===== config.mk =====
export PLATFORM = sky130hd
export DESIGN_NAME = ocal_calib
export DESIGN_NICKNAME = d
export VERILOG_FILES = /design/src/ocal_pkg.sv /design/src/ocal_calib.sv /design/src/ocal_lin2fix.sv
export SDC_FILE = /design/constraint.sdc
export NUM_CORES = 2
export LEC_CHECK = 0
export BUFFER_PORTS_ARGS = -buffer_cell sky130_fd_sc_hd__buf_4
export CAP_MARGIN = 0
export CORE_MARGIN = 3
export CORE_UTILIZATION = 30
export DETAILED_ROUTE_END_ITERATION = 7
export PLACE_DENSITY_LB_ADDON = 0.3
export REMOVE_ABC_BUFFERS = 1
export SLEW_MARGIN = 20
export SYNTH_ARGS = -nofsm -noshare
export SYNTH_HDL_FRONTEND = slang
export SYNTH_SLANG_ARGS = --single-unit

===== constraint.sdc =====
create_clock -name CLOCK -period 12.3 [get_ports CLOCK]
set_input_delay 3.075 -clock CLOCK [delete_from_list [all_inputs] [get_ports CLOCK]]
set_output_delay 3.075 -clock CLOCK [all_outputs]
set_load 0.03 [all_outputs]

===== src/ocal_pkg.sv =====
// constants and types for the output current calibration stage
package ocal_pkg;
  localparam logic [7:0]  CMD_GAIN        = 8'h38;
  localparam logic [7:0]  CMD_OFFSET      = 8'h39;
  localparam logic [7:0]  PHASE_ALL       = 8'hff;
  localparam int          NPH             = 4;
  localparam int          EXP_MSB         = 15;
  localparam int          EXP_LSB         = 11;
  localparam int          MAN_MSB         = 10;
  // internal fixed point: value scaled by 2**FRAC
  localparam int          FRAC            = 10;
  // telemetry current units are 1/16 A
  localparam int          TEL_FRAC        = 4;
  localparam logic [4:0]  GAIN_EXP_RST    = 5'h19;
  localparam logic [10:0] GAIN_MAN_RST    = 11'h080;
  localparam logic [4:0]  OFFSET_EXP_RST  = 5'h1c;
  localparam logic [10:0] OFFSET_MAN_RST  = 11'h000;
  // accepted gain lies in [0, 2)
  localparam logic signed [31:0] GAIN_MAX_EXCL = 32'sh0000_0800;
  localparam logic signed [31:0] OFS_MIN       = -32'sh0000_2000;
  localparam logic signed [31:0] OFS_MAX       = 32'sh0000_1fc0;
  // restore grids: gain in 1/64 steps, offset in 1/16 A steps
  localparam logic [4:0]  GAIN_NVM_EXP    = 5'h1a;
  localparam int          GAIN_NVM_SHIFT  = 4;
  localparam logic signed [31:0] GAIN_NVM_MAX  = 32'sh0000_007f;
  localparam logic [4:0]  OFFSET_NVM_EXP  = 5'h1c;
  localparam int          OFFSET_NVM_SHIFT = 6;
  localparam logic signed [31:0] OFS_NVM_MIN   = -32'sh0000_0080;
  localparam logic signed [31:0] OFS_NVM_MAX   = 32'sh0000_007f;
  typedef logic signed [31:0] ocal_fix_t;
  typedef logic [15:0] ocal_word_t;
endpackage : ocal_pkg


===== src/ocal_calib.sv =====
// output current gain and per-phase offset trim with word command access
`timescale 1ns/1ps
module ocal_calib (
  input  wire logic               CLOCK,
  input  wire logic               RST_N,
  input  wire logic [7:0]         CMD_CODE,
  input  wire logic               WR_STROBE,
  input  wire logic               RD_STROBE,
  input  wire logic [15:0]        WR_DATA,
  input  wire logic [7:0]         PHASE,
  input  wire logic [2:0]         NUM_PHASES,
  input  wire logic               NVM_STORE,
  input  wire logic               NVM_RESTORE,
  input  wire logic               SENSE_VALID,
  input  wire logic signed [15:0] SENSE_CURRENT,
  output logic [15:0]             RD_DATA,
  output logic                    RD_VALID,
  output logic                    INVALID_DATA,
  output logic signed [15:0]      IOUT,
  output logic                    IOUT_VALID
);
  ocal_pkg::ocal_word_t gain_word_ff, nxt_gain_word;
  ocal_pkg::ocal_word_t gain_nvm_ff, nxt_gain_nvm;
  ocal_pkg::ocal_word_t ofs_word_ff [ocal_pkg::NPH];
  ocal_pkg::ocal_word_t nxt_ofs_word [ocal_pkg::NPH];
  ocal_pkg::ocal_word_t ofs_nvm_ff [ocal_pkg::NPH];
  ocal_pkg::ocal_word_t nxt_ofs_nvm [ocal_pkg::NPH];
  logic [15:0]          rd_data_ff, nxt_rd_data;
  logic                 rd_valid_ff, nxt_rd_valid;
  logic                 invalid_ff, nxt_invalid;
  logic signed [15:0]   iout_ff, nxt_iout;
  logic                 iout_valid_ff, nxt_iout_valid;

  ocal_pkg::ocal_fix_t  gain_fix, wr_fix;
  ocal_pkg::ocal_fix_t  ofs_fix [ocal_pkg::NPH];
  logic                 gain_oor, wr_oor;
  logic [2:0]           nph;
  logic signed [31:0]   nph_s;

  ocal_lin2fix u_gain_conv (
    .word         (gain_word_ff),
    .fix          (gain_fix),
    .out_of_range (gain_oor)
  );

  ocal_lin2fix u_wr_conv (
    .word         (WR_DATA),
    .fix          (wr_fix),
    .out_of_range (wr_oor)
  );

  for (genvar p = 0; p < ocal_pkg::NPH; p++) begin : g_ofs
    ocal_lin2fix u_ofs_conv (
      .word         (ofs_word_ff[p]),
      .fix          (ofs_fix[p]),
      .out_of_range ()
    );
  end

  // a phase count of zero is treated as a lone phase
  assign nph   = (NUM_PHASES == 3'h0) ? 3'h1 : ((NUM_PHASES > 3'h4) ? 3'h4 : NUM_PHASES);
  assign nph_s = {29'h0, nph};

  // divide a mantissa by the phase count, truncating toward zero
  function automatic logic [10:0] div_man(input logic [10:0] m, input logic [2:0] n);
    logic signed [10:0] s;
    s = $signed(m);
    unique case (n)
      3'h2:    div_man = 11'(s / 11'sh002);
      3'h3:    div_man = 11'(s / 11'sh003);
      3'h4:    div_man = 11'(s / 11'sh004);
      default: div_man = m;
    endcase
  endfunction : div_man

  // scale a word by the phase count, renormalising the mantissa into 11 bits
  function automatic logic [15:0] mul_word(input logic [15:0] w, input logic [2:0] n);
    logic signed [13:0] prod;
    logic [4:0]         e;
    prod = 14'($signed(w[10:0]) * $signed({1'b0, n}));
    e    = w[15:11];
    if (prod >= -14'sh0400 && prod <= 14'sh03ff) begin
      mul_word = {e, prod[10:0]};
    end else if ((prod >>> 1) >= -14'sh0400 && (prod >>> 1) <= 14'sh03ff) begin
      mul_word = {5'(e + 5'h01), 11'(prod >>> 1)};
    end else begin
      mul_word = {5'(e + 5'h02), 11'(prod >>> 2)};
    end
  endfunction : mul_word

  // trim register file and command handling
  always_comb begin
    logic signed [31:0] q;
    logic signed [31:0] tot_min;
    logic signed [31:0] tot_max;
    logic               ofs_ok;
    q              = '0;
    tot_min        = 32'(ocal_pkg::OFS_MIN * nph_s);
    tot_max        = 32'(ocal_pkg::OFS_MAX * nph_s);
    ofs_ok         = 1'b0;
    nxt_gain_word  = gain_word_ff;
    nxt_gain_nvm   = gain_nvm_ff;
    nxt_ofs_word   = ofs_word_ff;
    nxt_ofs_nvm    = ofs_nvm_ff;
    nxt_rd_data    = rd_data_ff;
    nxt_rd_valid   = 1'b0;
    nxt_invalid    = 1'b0;

    if (NVM_STORE) begin
      // gain snapped to the 1/64 grid and capped at 127/64
      q = (gain_fix + 32'sh0000_0008) >>> ocal_pkg::GAIN_NVM_SHIFT;
      if (q > ocal_pkg::GAIN_NVM_MAX) q = ocal_pkg::GAIN_NVM_MAX;
      if (q < 32'sh0) q = 32'sh0;
      nxt_gain_nvm = {ocal_pkg::GAIN_NVM_EXP, q[10:0]};
      for (int p = 0; p < ocal_pkg::NPH; p++) begin
        q = (ofs_fix[p] + 32'sh0000_0020) >>> ocal_pkg::OFFSET_NVM_SHIFT;
        if (q > ocal_pkg::OFS_NVM_MAX) q = ocal_pkg::OFS_NVM_MAX;
        if (q < ocal_pkg::OFS_NVM_MIN) q = ocal_pkg::OFS_NVM_MIN;
        nxt_ofs_nvm[p] = {ocal_pkg::OFFSET_NVM_EXP, q[10:0]};
      end
    end

    if (NVM_RESTORE) begin
      nxt_gain_word = gain_nvm_ff;
      nxt_ofs_word  = ofs_nvm_ff;
    end else if (WR_STROBE && CMD_CODE == ocal_pkg::CMD_GAIN) begin
      // a negative or 2x-and-above gain has no meaning for the telemetry path
      if (wr_oor || wr_fix < 32'sh0 || wr_fix >= ocal_pkg::GAIN_MAX_EXCL) begin
        nxt_invalid = 1'b1;
      end else begin
        nxt_gain_word = WR_DATA;
      end
    end else if (WR_STROBE && CMD_CODE == ocal_pkg::CMD_OFFSET) begin
      if (PHASE == ocal_pkg::PHASE_ALL) begin
        ofs_ok = !wr_oor && wr_fix >= tot_min && wr_fix <= tot_max;
        if (ofs_ok) begin
          for (int p = 0; p < ocal_pkg::NPH; p++) begin
            nxt_ofs_word[p] = {WR_DATA[15:11], div_man(WR_DATA[10:0], nph)};
          end
        end
      end else if (PHASE < 8'(ocal_pkg::NPH)) begin
        ofs_ok = !wr_oor && wr_fix >= ocal_pkg::OFS_MIN && wr_fix <= ocal_pkg::OFS_MAX;
        if (ofs_ok) nxt_ofs_word[PHASE[1:0]] = WR_DATA;
      end
      nxt_invalid = !ofs_ok;
    end

    if (RD_STROBE) begin
      nxt_rd_valid = 1'b1;
      if (CMD_CODE == ocal_pkg::CMD_GAIN) begin
        nxt_rd_data = gain_word_ff;
      end else if (CMD_CODE == ocal_pkg::CMD_OFFSET && PHASE == ocal_pkg::PHASE_ALL) begin
        nxt_rd_data = mul_word(ofs_word_ff[0], nph);
      end else if (CMD_CODE == ocal_pkg::CMD_OFFSET && PHASE < 8'(ocal_pkg::NPH)) begin
        nxt_rd_data = ofs_word_ff[PHASE[1:0]];
      end else begin
        // unknown command or phase answers zero and is flagged
        nxt_rd_data = 16'h0000;
        nxt_invalid = 1'b1;
      end
    end
  end

  always_ff @(posedge CLOCK) begin
    if (!RST_N) begin
      gain_word_ff <= {ocal_pkg::GAIN_EXP_RST, ocal_pkg::GAIN_MAN_RST};
      gain_nvm_ff  <= {ocal_pkg::GAIN_EXP_RST, ocal_pkg::GAIN_MAN_RST};
      for (int p = 0; p < ocal_pkg::NPH; p++) begin
        ofs_word_ff[p] <= {ocal_pkg::OFFSET_EXP_RST, ocal_pkg::OFFSET_MAN_RST};
        ofs_nvm_ff[p]  <= {ocal_pkg::OFFSET_EXP_RST, ocal_pkg::OFFSET_MAN_RST};
      end
      rd_data_ff   <= 16'h0000;
      rd_valid_ff  <= 1'b0;
      invalid_ff   <= 1'b0;
    end else begin
      gain_word_ff <= nxt_gain_word;
      gain_nvm_ff  <= nxt_gain_nvm;
      ofs_word_ff  <= nxt_ofs_word;
      ofs_nvm_ff   <= nxt_ofs_nvm;
      rd_data_ff   <= nxt_rd_data;
      rd_valid_ff  <= nxt_rd_valid;
      invalid_ff   <= nxt_invalid;
    end
  end

  // telemetry path: sense * gain + sum of active phase offsets
  always_comb begin
    logic signed [47:0] scaled;
    logic signed [31:0] ofs_sum;
    scaled  = 48'(48'(SENSE_CURRENT) * 48'(gain_fix)) >>> ocal_pkg::FRAC;
    ofs_sum = 32'sh0;
    for (int p = 0; p < ocal_pkg::NPH; p++) begin
      if (3'(p) < nph) ofs_sum = ofs_sum + ofs_fix[p];
    end
    // truncation, not saturation: caller keeps sensed range inside 16 bits
    nxt_iout       = iout_ff;
    nxt_iout_valid = SENSE_VALID;
    if (SENSE_VALID) begin
      nxt_iout = 16'(scaled[31:0] + (ofs_sum >>> (ocal_pkg::FRAC - ocal_pkg::TEL_FRAC)));
    end
  end

  always_ff @(posedge CLOCK) begin
    if (!RST_N) begin
      iout_ff       <= 16'sh0000;
      iout_valid_ff <= 1'b0;
    end else begin
      iout_ff       <= nxt_iout;
      iout_valid_ff <= nxt_iout_valid;
    end
  end

  assign RD_DATA      = rd_data_ff;
  assign RD_VALID     = rd_valid_ff;
  assign INVALID_DATA = invalid_ff;
  assign IOUT         = iout_ff;
  assign IOUT_VALID   = iout_valid_ff;
endmodule : ocal_calib


===== src/ocal_lin2fix.sv =====
// converts a signed linear 11-bit-mantissa word into internal fixed point
`timescale 1ns/1ps
module ocal_lin2fix (
  input  wire logic [15:0]      word,
  output ocal_pkg::ocal_fix_t   fix,
  output logic                  out_of_range
);
  logic signed [47:0] m48;
  logic signed [47:0] v;
  int                 sh;

  always_comb begin
    m48 = {{37{word[ocal_pkg::MAN_MSB]}}, word[ocal_pkg::MAN_MSB:0]};
    sh  = int'($signed(word[ocal_pkg::EXP_MSB:ocal_pkg::EXP_LSB])) + ocal_pkg::FRAC;
    if (sh >= 0) begin
      v = m48 <<< sh;
    end else begin
      v = m48 >>> (-sh);
    end
    fix          = v[31:0];
    // anything that does not fit 32 bits is far outside every accepted range
    out_of_range = !((&v[47:31]) || !(|v[47:31]));
  end
endmodule : ocal_lin2fix


==> results.md <==
* Crit path kind: reg2reg
* Top FF cell, synth: dfxtp_1
* Post-layout worst setup margin at 799 ps
* Actual slew at the worst max-slew pin at 1130 ps
* Fillers at 13411
* Clk pwr share at 0.175
* Total routed wirelength at 142000 um
* Core Box Area at 0.124 mm^2
* Initial Utilization at 0.303
* P per Cell Area at 87.6 mW/mm^2
* Comb pwr share at 0.639
* Final Skew at 22.3 ps
* Number of synthesized flops with an enable pin at 0
* Antenna violations before repair at 4
* Synthesis-stage register bit count at 172
* Reg power frac at 0.185
* Total power at 3.57 mW
* Drt drc at 0
* Switching Fraction at 0.485
* GRT overflow at 0
* Max stage delay on crit path at 570 ps
* Hold crit path type: reg2reg
* CTS H-tree lvls at 4
* Seq/Total Area, Yosys at 0.0916
* Final Core Density at 0.329
* Status: complete, no violations
* Worst Setup End Kind: flop
* I/O pins at 93
* Die height at 360 um
* Layout area overhead at 8.45%
* Hpwl dp at 111000 um
* Setup bufs post-CTS at 0
* Vias post-DR at 37881
* Slew Limit Fails at 0
* Required @ worst endpoint at 12730 ps
* CTS tree: yes
* Vias in the first global route at 36088
* Max_slew headroom at 0.244
* Root Buffer: clkbuf_16
* Clk slew on worst S/H paths at 100 ps
* Post-cts hold buffer count at 0
* Nets@finish at 5579
* First-pass iteration count of the detailed router at 6
* Unrepaired setup endpoints after global routing: false
* Min Tclk post-route at 11500 ps
* Netlist cell types at 107
* Clock tree buffer depth at 2
* Worst-Skew Late Latency at 500 ps
* Crit Path Max Fanout at 14
* MaxCap Viol Count at 0
* Endpoints failing setup at 0
* Initial DRC Count at 3686
* Critical path's slowest cell: fa_1
* Placement-stage worst setup slack at 345 ps
* CP arrival at 11930 ps
* Die ar. at 0.130 mm^2
* Switching power at 1.73 mW
* Fin. Hold Viols at 0
* CTS buffer count at 17
* Yosys warns at 0
* Die X at 360 um
* Buffers and inverters on the worst path at 4
* CTS Sinks at 172
* Cell-internal power at 1.84 mW
* Vias per inst at 5.70
* VDD IR max at 0.000124 V
* CP startpoint kind: flop
* First-pass GRT wire length at 220000 um
* Post-Syn Instances at 5082
* Final critical-path share of the clock period at 0.935
* Total Routing Usage GR at 0.213
* Final ANT Viol Nets at 0
* Syn_area_per_cell at 7.39 um^2
* Routed wire per std cell at 21.4 um
* # rows at 129
* Leak pwr at 17.4 nW
* Async SR Flop Fraction at 0
* Mapped cell area at 0.0376 mm^2
* Layout cells sized above 1 at 0.0948
* Dominant cell type by count on the critical path: fa_1
* Fmax at 86.9 MHz
* Largest net degree at the start of global routing at 60
* CP top delay family: adder cells
* IO Port Bufs at 92
* Setup_tns at 0 ps
* RD Place Congestion at 0.943
[logic make-up (layout without fill, tap and decap cells)]
kind of cell,after synthesis,after routing,share of synthesized area
adder cells (fa/ha/maj),526,526,0.222
buffers and inverters,756,682,0.0771
XOR/XNOR,223,223,0.0549
multiplexers,278,278,0.0945
other,0,3,0
flip-flops,172,172,0.0916
AO/OA/AOI/OAI,1304,1304,0.229
AND/OR/NAND/NOR,1823,1823,0.231
[worst register-to-register path: cells and delay by family (launching register included)]
| family | cells | cell delay, ps |
|---|---|---|
| AO/OA/AOI/OAI | 16 | 3460 |
| XOR/XNOR | 4 | 820 |
| adder cells (fa/ha/maj) | 10 | 4450 |
| buffers and inverters | 4 | 380 |
| flip-flops | 1 | 530 |
| multiplexers | 2 | 450 |
| AND/OR/NAND/NOR | 10 | 1380 |
[final cells by class]
type                            instances  area (um^2)  share of cell area
Multi-Input combinational cell       4154        31400               0.770
Sequential cell                       172         3450              0.0846
Tap cell                             1637         2050              0.0503
Inverter                              440         1650              0.0406
Timing Repair Buffer                  210         1580              0.0387
Clock buffer                           17          425              0.0104
Clock inverter                         15          218             0.00534
Antenna cell                            3         7.51            0.000184
[synthesized netlist by cell type, types with 31 or more instances]
master | count | area (um^2)
inv_1 | 423 | 1590
nor2b_1 | 73 | 457
a31oi_1 | 51 | 319
o31ai_1 | 33 | 248
mux2i_1 | 152 | 1520
and2_1 | 133 | 832
a21o_1 | 68 | 510
mux4_2 | 54 | 1220
xnor2_1 | 149 | 1310
a211oi_1 | 36 | 270
fa_1 | 235 | 4700
and3_1 | 40 | 250
xor2_1 | 65 | 569
dfxtp_1 | 172 | 3440
nand2_1 | 632 | 2370
o211ai_1 | 31 | 233
nor2_1 | 419 | 1570
ha_1 | 291 | 3640
nand2b_1 | 63 | 394
buf_1 | 38 | 143
o22ai_1 | 42 | 263
o21a_1 | 44 | 330
nand3_1 | 116 | 581
a22oi_1 | 56 | 420
nor4_1 | 37 | 231
clkbuf_1 | 254 | 953
nor3_1 | 137 | 686
o21ai_0 | 280 | 1400
mux2_2 | 69 | 777
nand4_1 | 36 | 225
a21oi_1 | 364 | 1820
[through the flow]
step	instance area, um^2	std cells	hold slack (ps)
5_1_grt	40700	6645	485
3_3_place_gp	40000	6613	434
2_1_floorplan	36300	4766	419
4_1_cts	40700	6645	463
6_report	40800	6648	455
3_5_place_dp	40000	6613	440
[metal layers]
layer | up-vias | wire length, um | track usage
met2 | 1302 | 65100 | 0.348
met5 | - | 13 | 0
met1 | 18638 | 64500 | 0.295
met4 | 2 | 5330 | 0.0750
met3 | 208 | 7520 | 0.0179
li1 | 17731 | - | -
[layout by cell type (no fill, tap or decap), types with 40 or more instances in the layout]
cell type and n:
a21o_1 68, a21oi_1 362, a22oi_1 56, a31oi_1 50
and2_1 133, and3_1 40, buf_4 210, dfxtp_1 169
fa_1 235, ha_1 291, inv_1 421, mux2_2 69
mux2i_1 152, mux4_2 54, nand2_1 632, nand2b_1 63
nand3_1 116, nor2_1 418, nor2b_1 71, nor3_1 136
o21a_1 44, o21ai_0 278, o22ai_1 41, xnor2_1 147
xor2_1 59
[sequential cells by signal, indices dropped and copies added (netlist names), 13 cells and up]
name / count
RD_DATA: 16
ofs_nvm_ff: 44
gain_nvm_ff: 13
IOUT: 16
gain_word_ff: 16
ofs_word_ff: 64
[repair_timing]
item | in CTS | in global routing
hold endpoints to repair | 0 | 0
gates resized for setup | 0 | 13
endpoints found under the setup margin | 0 | 2
[worst paths after layout]
path              cells after the start        startpoint        endpoint  slack (ps)
hold / removal                        1    ofs_nvm_ff[23]  ofs_nvm_ff[23]         460
setup / recovery                     46  gain_word_ff[12]        IOUT[15]         800
hold reg to reg                       1    ofs_nvm_ff[23]  ofs_nvm_ff[23]         460
setup reg to reg                     46  gain_word_ff[12]        IOUT[15]         800
[power by group through the flow]
stage | combinational, mW | sequential (mW) | clock, mW
after floorplan | 1.57 | 0.690 | 0
final | 2.28 | 0.662 | 0.626
after CTS | 2.27 | 0.661 | 0.636
after global placement | 2.24 | 0.674 | 0
after global routing | 2.53 | 0.666 | 0.651
after detailed placement | 2.25 | 0.674 | 0
(Power assumes the default switching activity.)
